## config.mk

```make
export PLATFORM = sky130hd
export DESIGN_NAME = usbevc_regs
export DESIGN_NICKNAME = d
export VERILOG_FILES = /design/src/common/usbevc_pkg.sv /design/src/usbevc_regs.sv /design/src/usbevc_flags.sv
export VERILOG_INCLUDE_DIRS = /design/src /design/src/common
export SDC_FILE = /design/constraint.sdc
export NUM_CORES = 1
export LEC_CHECK = 0
export ABC_CLOCK_PERIOD_IN_PS = 5900
export BUFFER_PORTS_ARGS = -buffer_cell sky130_fd_sc_hd__buf_2
export CORE_MARGIN = 3
export CORE_UTILIZATION = 57
export CTS_CLUSTER_DIAMETER = 50
export CTS_CLUSTER_SIZE = 28
export DETAILED_ROUTE_END_ITERATION = 8
export PLACE_DENSITY = 0.87
export SKIP_LAST_GASP = 1
export SLEW_MARGIN = 25
export SYNTH_ARGS = -nofsm -noshare
export SYNTH_HDL_FRONTEND = slang
export SYNTH_SLANG_ARGS = --single-unit
```

## constraint.sdc

```tcl
create_clock -name clk_i -period 5.9 [get_ports clk_i]
set_input_delay 1.18 -clock clk_i [delete_from_list [all_inputs] [get_ports clk_i]]
set_output_delay 1.18 -clock clk_i [all_outputs]
set_load 0.02 [all_outputs]
```

## src/common/usbevc_params.svh

```systemverilog
// Purpose: Offsets, field positions, reset values for the USB event/config bank
// Assumes: Classic Wishbone, 32-bit data, byte addresses
// Notes:   Included by bare name
`ifndef USBEVC_PARAMS_SVH
`define USBEVC_PARAMS_SVH

`define USBEVC_OFF_IRQ_ENABLE   8'h00
`define USBEVC_OFF_EVENT_STATUS 8'h04
`define USBEVC_OFF_EVENT_CLEAR  8'h08
`define USBEVC_OFF_DEV_ADDR     8'h0c
`define USBEVC_OFF_BUS_CFG      8'h10
`define USBEVC_OFF_IRQ_MASK     8'h2c

`define USBEVC_BIT_BUS_RESET    31
`define USBEVC_BIT_BUS_SUSPEND  30
`define USBEVC_BIT_RESUME       29
`define USBEVC_BIT_SOF          26
`define USBEVC_BIT_WAKEUP       25
`define USBEVC_BIT_SETUP_TOKEN  24
`define USBEVC_BIT_ERR_SETUP    18
`define USBEVC_BIT_ERR_TIMEOUT  17
`define USBEVC_BIT_ACK_LO       8
`define USBEVC_BIT_NAK_LO       0
`define USBEVC_BIT_ACK_IRQ_EN   4

// Configuration field positions
`define USBEVC_BIT_CFG_REGULATOR 31
`define USBEVC_BIT_CFG_XCVR      30
`define USBEVC_BIT_CFG_PULLUP    29
`define USBEVC_BIT_CFG_ENGINE    28
`define USBEVC_BIT_CFG_ESD       27
`define USBEVC_BIT_CFG_PULLDOWN  26
`define USBEVC_BIT_CFG_DIR_LO    0

// Flags that software may clear: 31,29,26,25,24..17,11..8,3..0
`define USBEVC_CLEARABLE        32'ha7fe0f0f
// Flags that may be set at all (adds suspend, level-free bit 30)
`define USBEVC_SETTABLE         32'he7fe0f0f
// Events that never raise the interrupt: setup token, bad setup, timeout
`define USBEVC_NO_IRQ           32'h01060000
`define USBEVC_IRQ_EN_MASK      32'h0000001f
`define USBEVC_ADDR_MASK        32'h0000007f
`define USBEVC_CFG_MASK         32'hfc00000f
`define USBEVC_CFG_RESET        32'h80000000

`endif

```

## src/common/usbevc_pkg.sv

```systemverilog
// Purpose: Types for the USB event/config bank
// Assumes: Used with usbevc_params.svh
// Notes:   Nothing is imported; use usbevc_pkg::name
package usbevc_pkg;

  typedef struct packed {
    logic        cyc;
    logic        stb;
    logic        we;
    logic [3:0]  sel;
    logic [7:0]  adr;
    logic [31:0] dat;
  } usbevc_wb_req_t;

  typedef struct packed {
    logic        regulator_out_enable;
    logic        transceiver_enable;
    logic        dplus_pullup_enable;
    logic        serial_engine_enable;
    logic        esd_protect_enable;
    logic        line_pulldown_enable;
    logic [3:0]  endpoint_direction;
  } usbevc_cfg_t;

  typedef enum logic [0:0] {
    USBEVC_IDLE = 1'b0,
    USBEVC_ACK  = 1'b1
  } usbevc_bus_state_t;

endpackage : usbevc_pkg

```

## src/usbevc_regs.sv

```systemverilog
// Purpose: USB device event flags, address and configuration registers
// Assumes: Classic Wishbone slave, one clock, synchronous reset
// Notes:   Ack one cycle after request, dropped the next cycle
`timescale 1ns/1ns
`default_nettype none
`include "usbevc_params.svh"
module usbevc_regs (
  // Clock and reset
  input  wire logic                  clk_i,
  input  wire logic                  rst_i,
  // Wishbone slave
  input  wire logic                  cyc_i,
  input  wire logic                  stb_i,
  input  wire logic                  we_i,
  input  wire logic [3:0]            sel_i,
  input  wire logic [7:0]            adr_i,
  input  wire logic [31:0]           dat_i,
  output logic      [31:0]           dat_o,
  output logic                       ack_o,
  // Events from the serial engine, one-cycle pulses
  input  wire logic                  bus_reset_evt_i,
  input  wire logic                  bus_suspend_evt_i,
  input  wire logic                  resume_evt_i,
  input  wire logic                  sof_evt_i,
  input  wire logic                  wakeup_evt_i,
  input  wire logic [7:0]            ep0_evt_i,
  input  wire logic [3:0]            ep_ack_evt_i,
  input  wire logic [3:0]            ep_nak_evt_i,
  // Power state pins, asynchronous
  input  wire logic                  sleep_i,
  input  wire logic                  deep_sleep_i,
  // Controls
  output logic      [6:0]            device_addr_field_o,
  output usbevc_pkg::usbevc_cfg_t    cfg_o,
  output logic                       core_supply_sel_o,
  // Interrupt
  output logic                       irq_o
);

  usbevc_pkg::usbevc_wb_req_t    req;
  usbevc_pkg::usbevc_bus_state_t bus_state_reg;
  logic [31:0] event_status;
  logic [31:0] event_set;
  logic [31:0] clear_pulse;
  logic [31:0] irq_enable_reg;
  logic [31:0] irq_mask_reg;
  logic [6:0]  device_addr_reg;
  logic [31:0] bus_cfg_reg;
  logic [31:0] dat_reg;
  logic [1:0]  sleep_sync_reg;
  logic [1:0]  deep_sync_reg;
  logic        take;
  logic        wr;
  logic [31:0] irq_gate;
  logic [31:0] addr_merged;

  // Byte-lane write merge
  function automatic logic [31:0] wb_merge(input logic [31:0] old,
                                           input logic [31:0] data,
                                           input logic [3:0]  sel);
    logic [31:0] res;
    res = old;
    for (int i = 0; i < 4; i++) begin
      if (sel[i]) begin
        res[i*8 +: 8] = data[i*8 +: 8];
      end
    end
    return res;
  endfunction : wb_merge

  assign req  = '{cyc: cyc_i, stb: stb_i, we: we_i, sel: sel_i, adr: adr_i, dat: dat_i};
  assign take = req.cyc && req.stb && (bus_state_reg == usbevc_pkg::USBEVC_IDLE);
  assign wr   = take && req.we;

  // Answer one cycle later, drop the next
  always_ff @(posedge clk_i) begin
    if (rst_i) begin
      bus_state_reg <= usbevc_pkg::USBEVC_IDLE;
    end else begin
      case (bus_state_reg)
        usbevc_pkg::USBEVC_IDLE: begin
          if (take) begin
            bus_state_reg <= usbevc_pkg::USBEVC_ACK;
          end
        end
        usbevc_pkg::USBEVC_ACK: begin
          bus_state_reg <= usbevc_pkg::USBEVC_IDLE;
        end
        default: begin
          bus_state_reg <= usbevc_pkg::USBEVC_IDLE;
        end
      endcase
    end
  end

  assign ack_o = (bus_state_reg == usbevc_pkg::USBEVC_ACK);

  // Sleep pins cross in from outside
  always_ff @(posedge clk_i) begin
    if (rst_i) begin
      sleep_sync_reg <= 2'h0;
      deep_sync_reg  <= 2'h0;
    end else begin
      sleep_sync_reg <= {sleep_sync_reg[0], sleep_i};
      deep_sync_reg  <= {deep_sync_reg[0], deep_sleep_i};
    end
  end

  always_comb begin
    event_set = 32'h00000000;
    event_set[`USBEVC_BIT_BUS_RESET]   = bus_reset_evt_i;
    event_set[`USBEVC_BIT_BUS_SUSPEND] = bus_suspend_evt_i;
    event_set[`USBEVC_BIT_RESUME]      = resume_evt_i;
    event_set[`USBEVC_BIT_SOF]         = sof_evt_i;
    event_set[`USBEVC_BIT_WAKEUP]      = wakeup_evt_i;
    event_set[`USBEVC_BIT_SETUP_TOKEN -: 8] = ep0_evt_i;
    event_set[`USBEVC_BIT_ACK_LO +: 4] = ep_ack_evt_i;
    event_set[`USBEVC_BIT_NAK_LO +: 4] = ep_nak_evt_i;
    event_set = event_set & `USBEVC_SETTABLE;
  end

  always_comb begin
    clear_pulse = 32'h00000000;
    if (wr && (req.adr == `USBEVC_OFF_EVENT_CLEAR)) begin
      clear_pulse = wb_merge(32'h00000000, req.dat, req.sel) & `USBEVC_CLEARABLE;
    end
  end

  usbevc_flags u_flags (
    .clk_i   (clk_i),
    .rst_i   (rst_i),
    .set_i   (event_set),
    .clear_i (clear_pulse),
    .flags_o (event_status)
  );

  // Interrupt enable and mask registers
  always_ff @(posedge clk_i) begin
    if (rst_i) begin
      irq_enable_reg <= 32'h00000000;
      irq_mask_reg   <= 32'h00000000;
    end else if (wr && (req.adr == `USBEVC_OFF_IRQ_ENABLE)) begin
      irq_enable_reg <= wb_merge(irq_enable_reg, req.dat, req.sel) & `USBEVC_IRQ_EN_MASK;
    end else if (wr && (req.adr == `USBEVC_OFF_IRQ_MASK)) begin
      irq_mask_reg <= wb_merge(irq_mask_reg, req.dat, req.sel);
    end
  end

  // Merged word as a net, so only its low bits are kept
  assign addr_merged = wb_merge({25'h0000000, device_addr_reg}, req.dat, req.sel);

  always_ff @(posedge clk_i) begin
    if (rst_i) begin
      device_addr_reg <= 7'h00;
    end else if (wr && (req.adr == `USBEVC_OFF_DEV_ADDR)) begin
      device_addr_reg <= addr_merged[6:0];
    end
  end

  always_ff @(posedge clk_i) begin
    if (rst_i) begin
      bus_cfg_reg <= `USBEVC_CFG_RESET;
    end else if (wr && (req.adr == `USBEVC_OFF_BUS_CFG)) begin
      bus_cfg_reg <= wb_merge(bus_cfg_reg, req.dat, req.sel) & `USBEVC_CFG_MASK;
    end
  end

  always_comb begin
    irq_gate = event_status & ~`USBEVC_NO_IRQ;
    irq_gate[`USBEVC_BIT_NAK_LO +: 4] = event_status[`USBEVC_BIT_NAK_LO +: 4]
                                        & irq_enable_reg[3:0];
    irq_gate[`USBEVC_BIT_ACK_LO +: 4] = event_status[`USBEVC_BIT_ACK_LO +: 4]
                                        & {4{irq_enable_reg[`USBEVC_BIT_ACK_IRQ_EN]}};
  end

  // Mask bit one blocks its source
  assign irq_o = |(irq_gate & ~irq_mask_reg);

  // Read data, unmapped reads zero
  always_ff @(posedge clk_i) begin
    if (rst_i) begin
      dat_reg <= 32'h00000000;
    end else if (take && !req.we) begin
      case (req.adr)
        `USBEVC_OFF_IRQ_ENABLE:   dat_reg <= irq_enable_reg;
        `USBEVC_OFF_EVENT_STATUS: dat_reg <= event_status;
        `USBEVC_OFF_DEV_ADDR:     dat_reg <= {25'h0000000, device_addr_reg};
        `USBEVC_OFF_BUS_CFG:      dat_reg <= bus_cfg_reg;
        `USBEVC_OFF_IRQ_MASK:     dat_reg <= irq_mask_reg;
        default:                  dat_reg <= 32'h00000000;
      endcase
    end
  end

  assign dat_o               = dat_reg;
  assign device_addr_field_o = device_addr_reg;

  assign cfg_o.regulator_out_enable = bus_cfg_reg[`USBEVC_BIT_CFG_REGULATOR];
  assign core_supply_sel_o          = ~bus_cfg_reg[`USBEVC_BIT_CFG_REGULATOR];
  assign cfg_o.transceiver_enable   = bus_cfg_reg[`USBEVC_BIT_CFG_XCVR]
                                      & ~sleep_sync_reg[1] & ~deep_sync_reg[1];
  assign cfg_o.dplus_pullup_enable  = bus_cfg_reg[`USBEVC_BIT_CFG_PULLUP];
  assign cfg_o.serial_engine_enable = bus_cfg_reg[`USBEVC_BIT_CFG_ENGINE];
  assign cfg_o.esd_protect_enable   = bus_cfg_reg[`USBEVC_BIT_CFG_ESD];
  assign cfg_o.line_pulldown_enable = bus_cfg_reg[`USBEVC_BIT_CFG_PULLDOWN];
  assign cfg_o.endpoint_direction   = bus_cfg_reg[`USBEVC_BIT_CFG_DIR_LO +: 4];

endmodule : usbevc_regs
`default_nettype wire

```

## src/usbevc_flags.sv

```systemverilog
// Purpose: Sticky event flags with write-one-to-clear
// Assumes: Events are single-cycle pulses on clk_i
// Notes:   A set in the clear cycle wins
`timescale 1ns/1ns
`default_nettype none
module usbevc_flags (
  // Clock and reset
  input  wire logic        clk_i,
  input  wire logic        rst_i,
  // Events and clears
  input  wire logic [31:0] set_i,
  input  wire logic [31:0] clear_i,
  // Flags
  output logic      [31:0] flags_o
);
  logic [31:0] flags_reg;
  logic [31:0] flags_next;

  always_comb begin
    flags_next = (flags_reg & ~clear_i) | set_i;
  end

  always_ff @(posedge clk_i) begin
    if (rst_i) begin
      flags_reg <= 32'h00000000;
    end else begin
      flags_reg <= flags_next;
    end
  end

  assign flags_o = flags_reg;
endmodule : usbevc_flags
`default_nettype wire

```

==> impl_metrics.py, run 1 <==
metrics = {
    "outcome": {
        "status": "finished clean",
    },
    "synth": {
        "ys_seq_area_share_pct": 47.0,
        "netlist_top_cells_area": "dfxtp_1 (47%), mux2i_1 (11%), nor2_1 (7.9%)",
        "synth.avg_cell_area_um2": 9.33,
        "synth_cells": 511,
        "syn-num-nets": 583,
        "netlist.area_leader.share_pct": 47.0,
        "syn-cell-area_mm2": 0.00477,
        "synth_cell_type_count": 51,
        "yosysTopAreaCell": "dfxtp_1",
        "ys_ff_latch": 112,
        "ys_warn_count": 0,
    },
    "setup_path": {
        "cp_top_family": "simple AND/OR/NAND/NOR gates",
        "crit_type": "in -> reg",
        "ff2ff_setup_slack_ns": 3.21,
        "slowest_stage": "nor4_1",
        "max_stage_delay_ns": 1.12,
        "critical_path_arrival_ns": 3.52,
        "start_kind": "input pin",
        "path_cells": "buf_2, nand4bb_1, nor4_1, a22o_1",
        "worstPathRequired_ns": 6.20,
        "crit_buf_inv": 1,
        "end_kind": "flop",
        "crit_fanout": 20,
    },
    "detailed_routing": {
        "ant_nets": 0,
        "routed_via_density": 5.92,
        "vias": 4261,
        "route.detailed.drc": 0,
        "wl_per_cell_um": 17.2,
        "drtIter0Drc": 292,
        "dr.pass1.iters": 6,
        "wl_um": 12400,
    },
    "sta": {
        "whs_ns": 0.451,
        "period_minus_slack_ns": 3.22,
        "hold_viol": 0,
        "rsz0062_at_grt": "false",
        "skew_ns": 0.0121,
        "fin_crit_sh_pct": 54.6,
        "setup_viol": 0,
        "max_slew_margin_pct": 28.7,
        "setup_slack_ns": 2.68,
        "setup_tns_ns": 0,
        "slew_violations": 0,
        "tightest_slew_ns": 1.06,
        "max_freq_mhz": 311,
    },
    "floorplanning": {
        "core_area_mm2": 0.00793,
        "die_w_um": 97.5,
        "fp.dieH_um": 97.5,
        "pin_count": 124,
        "dieArea_mm2": 0.00950,
        "fp-row-count": 32,
        "start_util_pct": 60.2,
    },
    "power_and_ir_drop": {
        "total_power_mw": 1.40,
        "peakVddDrop_v": 0.000150,
        "powerDensity_mw_per_mm2": 250,
        "leakage_nw": 2.84,
    },
    "global_routing": {
        "track_usage_pct": 25.8,
        "gr-usage-met2_pct": 44.0,
        "use_met3_pct": 5.03,
        "grt_overflow_total": 0,
        "grtUsageMet1_pct": 33.3,
        "grt_max_degree": 73,
        "antenna_found_initial": 0,
        "grt_pass1_vias": 4076,
        "grt_pass1_wl_um": 20100,
        "busiest_layer": "met2",
    },
    "placement": {
        "dpl_cell_area_mm2": 0.00536,
        "place_ws_ns": 2.37,
        "io_buffer_count": 123,
        "dp_hpwl_um": 9050,
        "gp_congestion": 0.918,
        "dpl.cell_count": 703,
    },
    "finish": {
        "final_common_cell": "buf_2",
        "synthToLayoutAreaGrowth_pct": 17.2,
        "drive_above_1_share_pct": 26.1,
        "design_area_mm2": 0.00559,
        "fin_cells": 720,
        "final_util_pct": 70.5,
        "final_cell_mix": "buf_2 (123), dfxtp_1 (112), nor2_1 (101), mux2i_1 (54), inv_1 (34)",
        "nets": 684,
        "n_fill_cell": 628,
    },
    "clocking": {
        "cts-resized-gates": 0,
        "clk_path_buf_depth": 2,
        "htreeDepth": 3,
        "ctsRootBufferMaster": "clkbuf_8",
        "clkSinkCount": 112,
        "cts_made_buffers": 9,
        "clk_latency_ns": 0.36,
        "cts_setup_buffers": 0,
        "cts_tree": "built",
        "cts.clk_slew.worst_paths_ns": 0.10,
        "hold_buffers": 0,
    },
    "hold_path": {
        "holdCritPathClass": "reg -> reg",
    },
    "flow_run": {
        "drv_cap": 0,
    },
}
-- path summary, 6_finish.rpt --
kind	to	cells after the start	start
max	dat_o[29]	4	we_i
max reg2reg	dat_o[29]	3	ack_o
min	dat_o[18]	2	dat_o[18]
min reg2reg	dat_o[18]	2	dat_o[18]
-- Yosys cell counts, drive strengths merged --
| library cell | count |
|---|---|
| a31oi | 2 |
| and4b | 1 |
| nor3 | 4 |
| a22oi | 23 |
| nand2b | 4 |
| and2 | 6 |
| a21oi | 4 |
| and4bb | 1 |
| a211o | 1 |
| or4 | 2 |
| o2bb2ai | 4 |
| a22o | 9 |
| and3 | 5 |
| o2111ai | 1 |
| clkbuf | 19 |
| o21ai | 14 |
| mux2i | 54 |
| a221o | 1 |
| nand2 | 23 |
| nand4bb | 1 |
| nor2 | 101 |
| nor4bb | 3 |
| o221ai | 1 |
| nand4 | 8 |
| nand3 | 3 |
| a211oi | 4 |
| nor2b | 4 |
| inv | 34 |
| nor4 | 5 |
| o22ai | 4 |
| a221oi | 8 |
| buf | 16 |
| dfxtp | 112 |
| a311oi | 20 |
| mux2 | 2 |
| nand3b | 1 |
| nor3b | 3 |
| nor4b | 3 |
-- cell type report --
| type | count | area (um^2) | area share, % |
|---|---|---|---|
| Sequential cell | 112 | 2240 | 40.1 |
| Multi-Input combinational cell | 330 | 2230 | 39.9 |
| Timing Repair Buffer | 125 | 631 | 11.3 |
| Clock buffer | 11 | 141 | 2.53 |
| Inverter | 34 | 128 | 2.28 |
| Tap cell | 102 | 128 | 2.28 |
| Clock inverter | 5 | 88.8 | 1.59 |
| Antenna cell | 1 | 2.50 | 0.0448 |
-- metal layers --
metal	vias up	part of all wire (%)
li1	2011	-
met1	2006	39
met2	230	50
met3	14	10
met4	0	1.0
met5	-	0
-- power breakdown --
group          internal, mW  leakage, nW  total, mW  switching (mW)
Clock                 0.256        0.116      0.512           0.256
Combinational        0.0417         1.81      0.107          0.0651
Sequential            0.770        0.911      0.781          0.0108
Total                  1.07         2.84       1.40           0.332
-- worst min-delay path, cell delays in order, from the launching register on --
cell and delay (ns):
dfxtp_1 0.32, nand2_1 0.05, o21ai_1 0.05
-- cells by family after synthesis --
group,after synthesis,share of synthesized area (%)
AO/OA/AOI/OAI,96,15.3
buffers and inverters,69,6.66
multiplexers,56,11.8
flip-flops,112,47.0
AND/OR/NAND/NOR,178,19.2
No activity file was read; power rests on OpenSTA's default activity.
==> inputs of run 2 (changes only) <==
ABC_CLOCK_PERIOD_IN_PS = 2640   (was 5900)
CORE_UTILIZATION = 48   (was 57)
PLACE_DENSITY = 0.78   (was 0.87)
clock period = 2.64 ns   (was 5.9 ns; I/O delays follow)
==> run 2 against run 1 <==
Global-route usage shrank 3.0 points; non-clock buffer count grew 11; setup slack lost 2.4 ns; critical path depth grew 1; power grew 120%; clock power grew 110%; register-to-register slack lost 2.5 ns; via count shrank 0.84%; final area grew 1.6%; cell count grew 5.1%; largest cell class unchanged; largest power group unchanged; highest routed layer unchanged.
==> impl_metrics.py, run 2 (same netlist as run 1, synthesis figures left out) <==
metrics = {
    "finish": {
        "final_cell_mix": "buf_2 (123), dfxtp_1 (112), nor2_1 (100), mux2i_1 (54), inv_1 (34)",
        "final_util_pct": 60.1,
        "final_common_cell": "buf_2",
        "nets": 695,
        "n_fill_cell": 864,
        "multiInputGateArea_mm2": 0.00223,
        "seq_area_mm2": 0.00224,
        "synthToLayoutAreaGrowth_pct": 19.1,
        "n_antenna_cell": 0,
        "design_area_mm2": 0.00568,
        "drive_above_1_share_pct": 27.5,
    },
    "clocking": {
        "clk_latency_ns": 0.38,
        "ctsRootBufferMaster": "clkbuf_8",
        "htreeDepth": 3,
        "cts_setup_buffers": 0,
        "cts_made_buffers": 9,
        "clk_path_buf_depth": 2,
        "cts.clk_slew.worst_paths_ns": 0.11,
        "cts-resized-gates": 0,
        "clkSinkCount": 112,
        "cts_tree": "built",
        "hold_buffers": 0,
    },
    "floorplanning": {
        "fp.dieH_um": 106,
        "pin_count": 124,
        "start_util_pct": 50.4,
        "fp-row-count": 35,
        "core_area_mm2": 0.00946,
        "dieArea_mm2": 0.0112,
        "die_w_um": 106,
    },
    "setup_path": {
        "max_stage_delay_ns": 0.48,
        "path_cells": "nand2b_1, o221ai_1, nor4_1, nand3_1, buf_2",
        "crit_type": "reg -> out",
        "crit_fanout": 3,
        "end_kind": "primary output",
        "slowest_stage": "nor4_1",
        "ff2ff_setup_slack_ns": 0.67,
        "crit_buf_inv": 1,
        "worstPathRequired_ns": 2.11,
        "cp_top_family": "simple AND/OR/NAND/NOR gates",
        "start_kind": "flop",
        "critical_path_arrival_ns": 1.85,
    },
    "detailed_routing": {
        "wl_um": 12800,
        "vias": 4225,
        "ant_nets": 0,
        "dr.pass1.iters": 5,
        "drtIter0Drc": 237,
        "route.detailed.drc": 0,
        "routed_via_density": 5.58,
        "wl_per_cell_um": 16.9,
    },
    "sta": {
        "max_freq_mhz": 420,
        "whs_ns": 0.335,
        "slew_violations": 0,
        "fin_crit_sh_pct": 90.2,
        "skew_ns": 0.0131,
        "setup_viol": 0,
        "hold_viol": 0,
        "rsz0062_at_grt": "false",
        "period_minus_slack_ns": 2.38,
        "max_slew_margin_pct": 57.4,
        "setup_tns_ns": 0,
        "tightest_slew_ns": 0.631,
    },
    "placement": {
        "gp_congestion": 0.898,
        "io_buffer_count": 123,
        "dpl_cell_area_mm2": 0.00548,
        "dp_hpwl_um": 9580,
    },
    "global_routing": {
        "track_usage_pct": 22.8,
        "grt_pass1_vias": 4106,
        "antenna_found_initial": 0,
        "grt_pass1_wl_um": 20300,
        "grt_max_degree": 37,
        "grt_overflow_total": 0,
    },
    "flow_run": {
        "drv_cap": 0,
    },
    "hold_path": {
        "holdCritPathClass": "in -> reg",
    },
    "power_and_ir_drop": {
        "leakage_nw": 2.88,
        "powerDensity_mw_per_mm2": 537,
        "total_power_mw": 3.05,
        "peakVddDrop_v": 0.000285,
    },
    "outcome": {
        "status": "finished clean",
    },
}
-- run 2: metrics by stage --
| step | setup slack, ns | instances |
|---|---|---|
| 3_3_place_gp | 0.505 | 741 |
| 6_report | 0.259 | 757 |
| 5_1_grt | 0.143 | 757 |
| 4_1_cts | 0.260 | 757 |
| 2_1_floorplan | 0.645 | 511 |
| 3_5_place_dp | 0.418 | 741 |
-- run 2: metal layers --
metal	part of all wire [%]	vias to the layer above	global-route usage (%)	wire length, um
met5	0	-	0	0
met4	1.3	0	5.55	163
met3	8.7	15	6.74	1110
met2	48	171	38.7	6180
met1	42	2006	28.5	5360
li1	-	2033	-	-
-- run 2: report_power, final --
group	internal [mW]	switching [mW]	leakage [nW]
sequential	1.72	0.0235	0.911
clock	0.455	0.601	0.0994
combinational	0.0997	0.149	1.87
-- run 2: worst paths after layout --
path	start	to	cells past startpoint
worst max-delay path	irq_mask_reg[25]	irq_o	5
worst min-delay path	dat_i[19]	u_flags.flags_o[19]	2
worst max register to register	ack_o	irq_mask_reg[3]	4
worst min register to register	deep_sync_reg[0]	deep_sync_reg[1]	1
-- run 2: worst register-to-register path, delay by kind of cell (launching register included) --
kind             cells  cell delay (ns)
multiplexers         1             0.30
flip-flops           1             0.36
AND/OR/NAND/NOR      3             1.20
-- run 2: area by class of cell --
| cell class | instances | area share (%) |
|---|---|---|
| clock buffers | 10 | 2.25 |
| clock inverters | 6 | 1.32 |
| inverters | 34 | 2.25 |
| multi-input cells | 330 | 39.3 |
| flip-flops and latches | 112 | 39.5 |
| well taps | 129 | 2.84 |
| repair buffers | 136 | 12.6 |
==> inputs of run 3 (changes only) <==
==> constraint.sdc (replaced) <==
create_clock -name clk_i -period 2.64 [get_ports clk_i]
set_input_delay 0 -clock clk_i [delete_from_list [all_inputs] [get_ports clk_i]]
set_output_delay 0 -clock clk_i [all_outputs]
set_load 0.02 [all_outputs]
==> run 3 against run 2 <==
Power is 2.3% higher; cell count up 6.9%; hold slack worse by 0.27 ns; critical path depth did not move; via count up 5.8%; global-route usage is 1.7 points higher; die area stayed put; final area up 9.5%; sequential cell count stayed put; first-iteration DRC count increased by 3.8%; setup slack improved by 0.039 ns; combinational power rose by 30%.
==> impl_metrics.py, run 3 (same netlist as run 1, synthesis figures left out) <==
metrics = {
    "placement": {
        "dpl.cell_count": 735,
        "gp_congestion": 0.908,
        "dp_hpwl_um": 9450,
        "io_buffer_count": 123,
    },
    "global_routing": {
        "grt_max_degree": 55,
        "track_usage_pct": 24.5,
        "grt_overflow_total": 0,
        "grt_pass1_wl_um": 21900,
        "antenna_found_initial": 1,
        "grt_pass1_vias": 4382,
    },
    "power_and_ir_drop": {
        "clock_power_share_pct": 33.7,
        "p_comb_share_pct": 10.4,
        "sequentialPowerShare_pct": 55.9,
        "p_int_mw": 2.33,
        "p_sw_mw": 0.790,
        "leakage_nw": 3.12,
        "p_sw_share_pct": 25.3,
        "peakVddDrop_v": 0.000373,
        "total_power_mw": 3.12,
        "powerDensity_mw_per_mm2": 501,
    },
    "finish": {
        "final_cell_mix": "buf_2 (123), dfxtp_1 (112), nor2_1 (100), dlygate4sd3_1 (59), mux2i_1 (54)",
        "drive_above_1_share_pct": 24.6,
        "fin_cells": 809,
        "n_antenna_cell": 0,
        "final_common_cell": "buf_2",
        "nets": 748,
        "final_util_pct": 65.8,
        "synthToLayoutAreaGrowth_pct": 30.4,
        "n_fill_cell": 792,
    },
    "setup_path": {
        "crit_fanout": 12,
        "crit_type": "reg -> reg",
        "worstPathRequired_ns": 2.92,
        "critical_path_arrival_ns": 2.62,
        "end_kind": "flop",
        "start_kind": "flop",
    },
    "clocking": {
        "cts_setup_buffers": 0,
        "ctsRootBufferMaster": "clkbuf_8",
        "clk_latency_ns": 0.39,
        "clk_path_buf_depth": 2,
        "cts_tree": "built",
        "htreeDepth": 3,
        "cts_made_buffers": 9,
        "cts.clk_slew.worst_paths_ns": 0.11,
        "clkSinkCount": 112,
    },
    "sta": {
        "hold_viol": 0,
        "period_minus_slack_ns": 2.34,
        "fin_crit_sh_pct": 88.7,
        "setup_tns_ns": 0,
        "setup_viol": 0,
        "max_freq_mhz": 427,
        "rsz0062_at_grt": "false",
        "whs_ns": 0.0661,
        "skew_ns": 0.0234,
        "slew_violations": 0,
        "max_slew_margin_pct": 30.7,
        "tightest_slew_ns": 1.04,
    },
    "detailed_routing": {
        "route.detailed.drc": 0,
        "wl_um": 13600,
        "drtIter0Drc": 246,
        "dr.pass1.iters": 5,
        "vias": 4469,
        "routed_via_density": 5.52,
        "wl_met3_um": 1110,
        "wl_met1_um": 5700,
        "ant_nets": 0,
        "top_layer": "met5",
        "met2WireLength_um": 6480,
        "wl_per_cell_um": 16.8,
    },
    "floorplanning": {
        "start_util_pct": 50.4,
        "pin_count": 124,
        "fp.dieH_um": 106,
        "dieArea_mm2": 0.0112,
        "core_area_mm2": 0.00946,
        "die_w_um": 106,
        "fp-row-count": 35,
    },
    "outcome": {
        "status": "finished clean",
    },
    "flow_run": {
        "drv_cap": 0,
    },
    "hold_path": {
        "holdCritPathClass": "in -> reg",
    },
}
==> run 3: routing by layer <==
layer / up-vias / GRT usage (%)
met5: - / 0
met4: 2 / 7.40
met3: 32 / 6.86
met2: 180 / 40.1
met1: 2115 / 31.5
li1: 2140 / -
==> run 3: repair_timing <==
action / 4_1_cts / 5_1_grt
resized for setup: 0 / 1
hold buffers: 59 / 0
endpoints found under the setup margin: 0 / 7
hold endpoints to repair: 77 / 0
==> run 3: path summary, 6_finish.rpt <==
check | slack [ns] | to | cells past startpoint | from
setup reg to reg | 0.30 | u_flags.flags_o[24] | 5 | ack_o
setup / recovery | 0.30 | u_flags.flags_o[24] | 5 | ack_o
hold reg to reg | 0.43 | deep_sync_reg[1] | 1 | deep_sync_reg[0]
hold / removal | 0.07 | dat_o[3] | 4 | adr_i[5]
==> run 3: power by group through the flow <==
| stage | Clock, mW | Combinational, mW | Sequential, mW |
|---|---|---|---|
| 6_report | 1.05 | 0.323 | 1.74 |
| 5_1_grt | 1.14 | 0.353 | 1.75 |
| 4_1_cts | 1.06 | 0.318 | 1.74 |
| 3_5_place_dp | 0 | 0.244 | 1.78 |
| 3_3_place_gp | 0 | 0.237 | 1.78 |
| 2_1_floorplan | 0 | 0.121 | 1.78 |
==> run 3: layout make-up <==
cell class | count | area, um^2 | area share, %
multi-input combinational | 330 | 2230 | 35.9
clock inverter | 6 | 73.8 | 1.19
sequential | 112 | 2240 | 36.0
timing repair buffer | 189 | 1260 | 20.2
inverter | 34 | 128 | 2.05
tap | 129 | 161 | 2.59
clock buffer | 9 | 124 | 1.99
==> run 3: critical path, cell delays in order (launching register included) <==
cell and delay (ns):
dfxtp_1 0.35, and4b_1 0.61, nand2_1 0.11, nor2_1 0.38, a311oi_1 0.17, dlygate4sd3_1 0.62
==> run 3: through the flow <==
stage | setup WS [ns] | cell area, um^2
floorplan | 0.851 | 4770
global placement | 0.780 | 5430
detailed placement | 0.654 | 5430
CTS | 0.110 | 6220
global route | 0.131 | 6220
finish | 0.297 | 6220
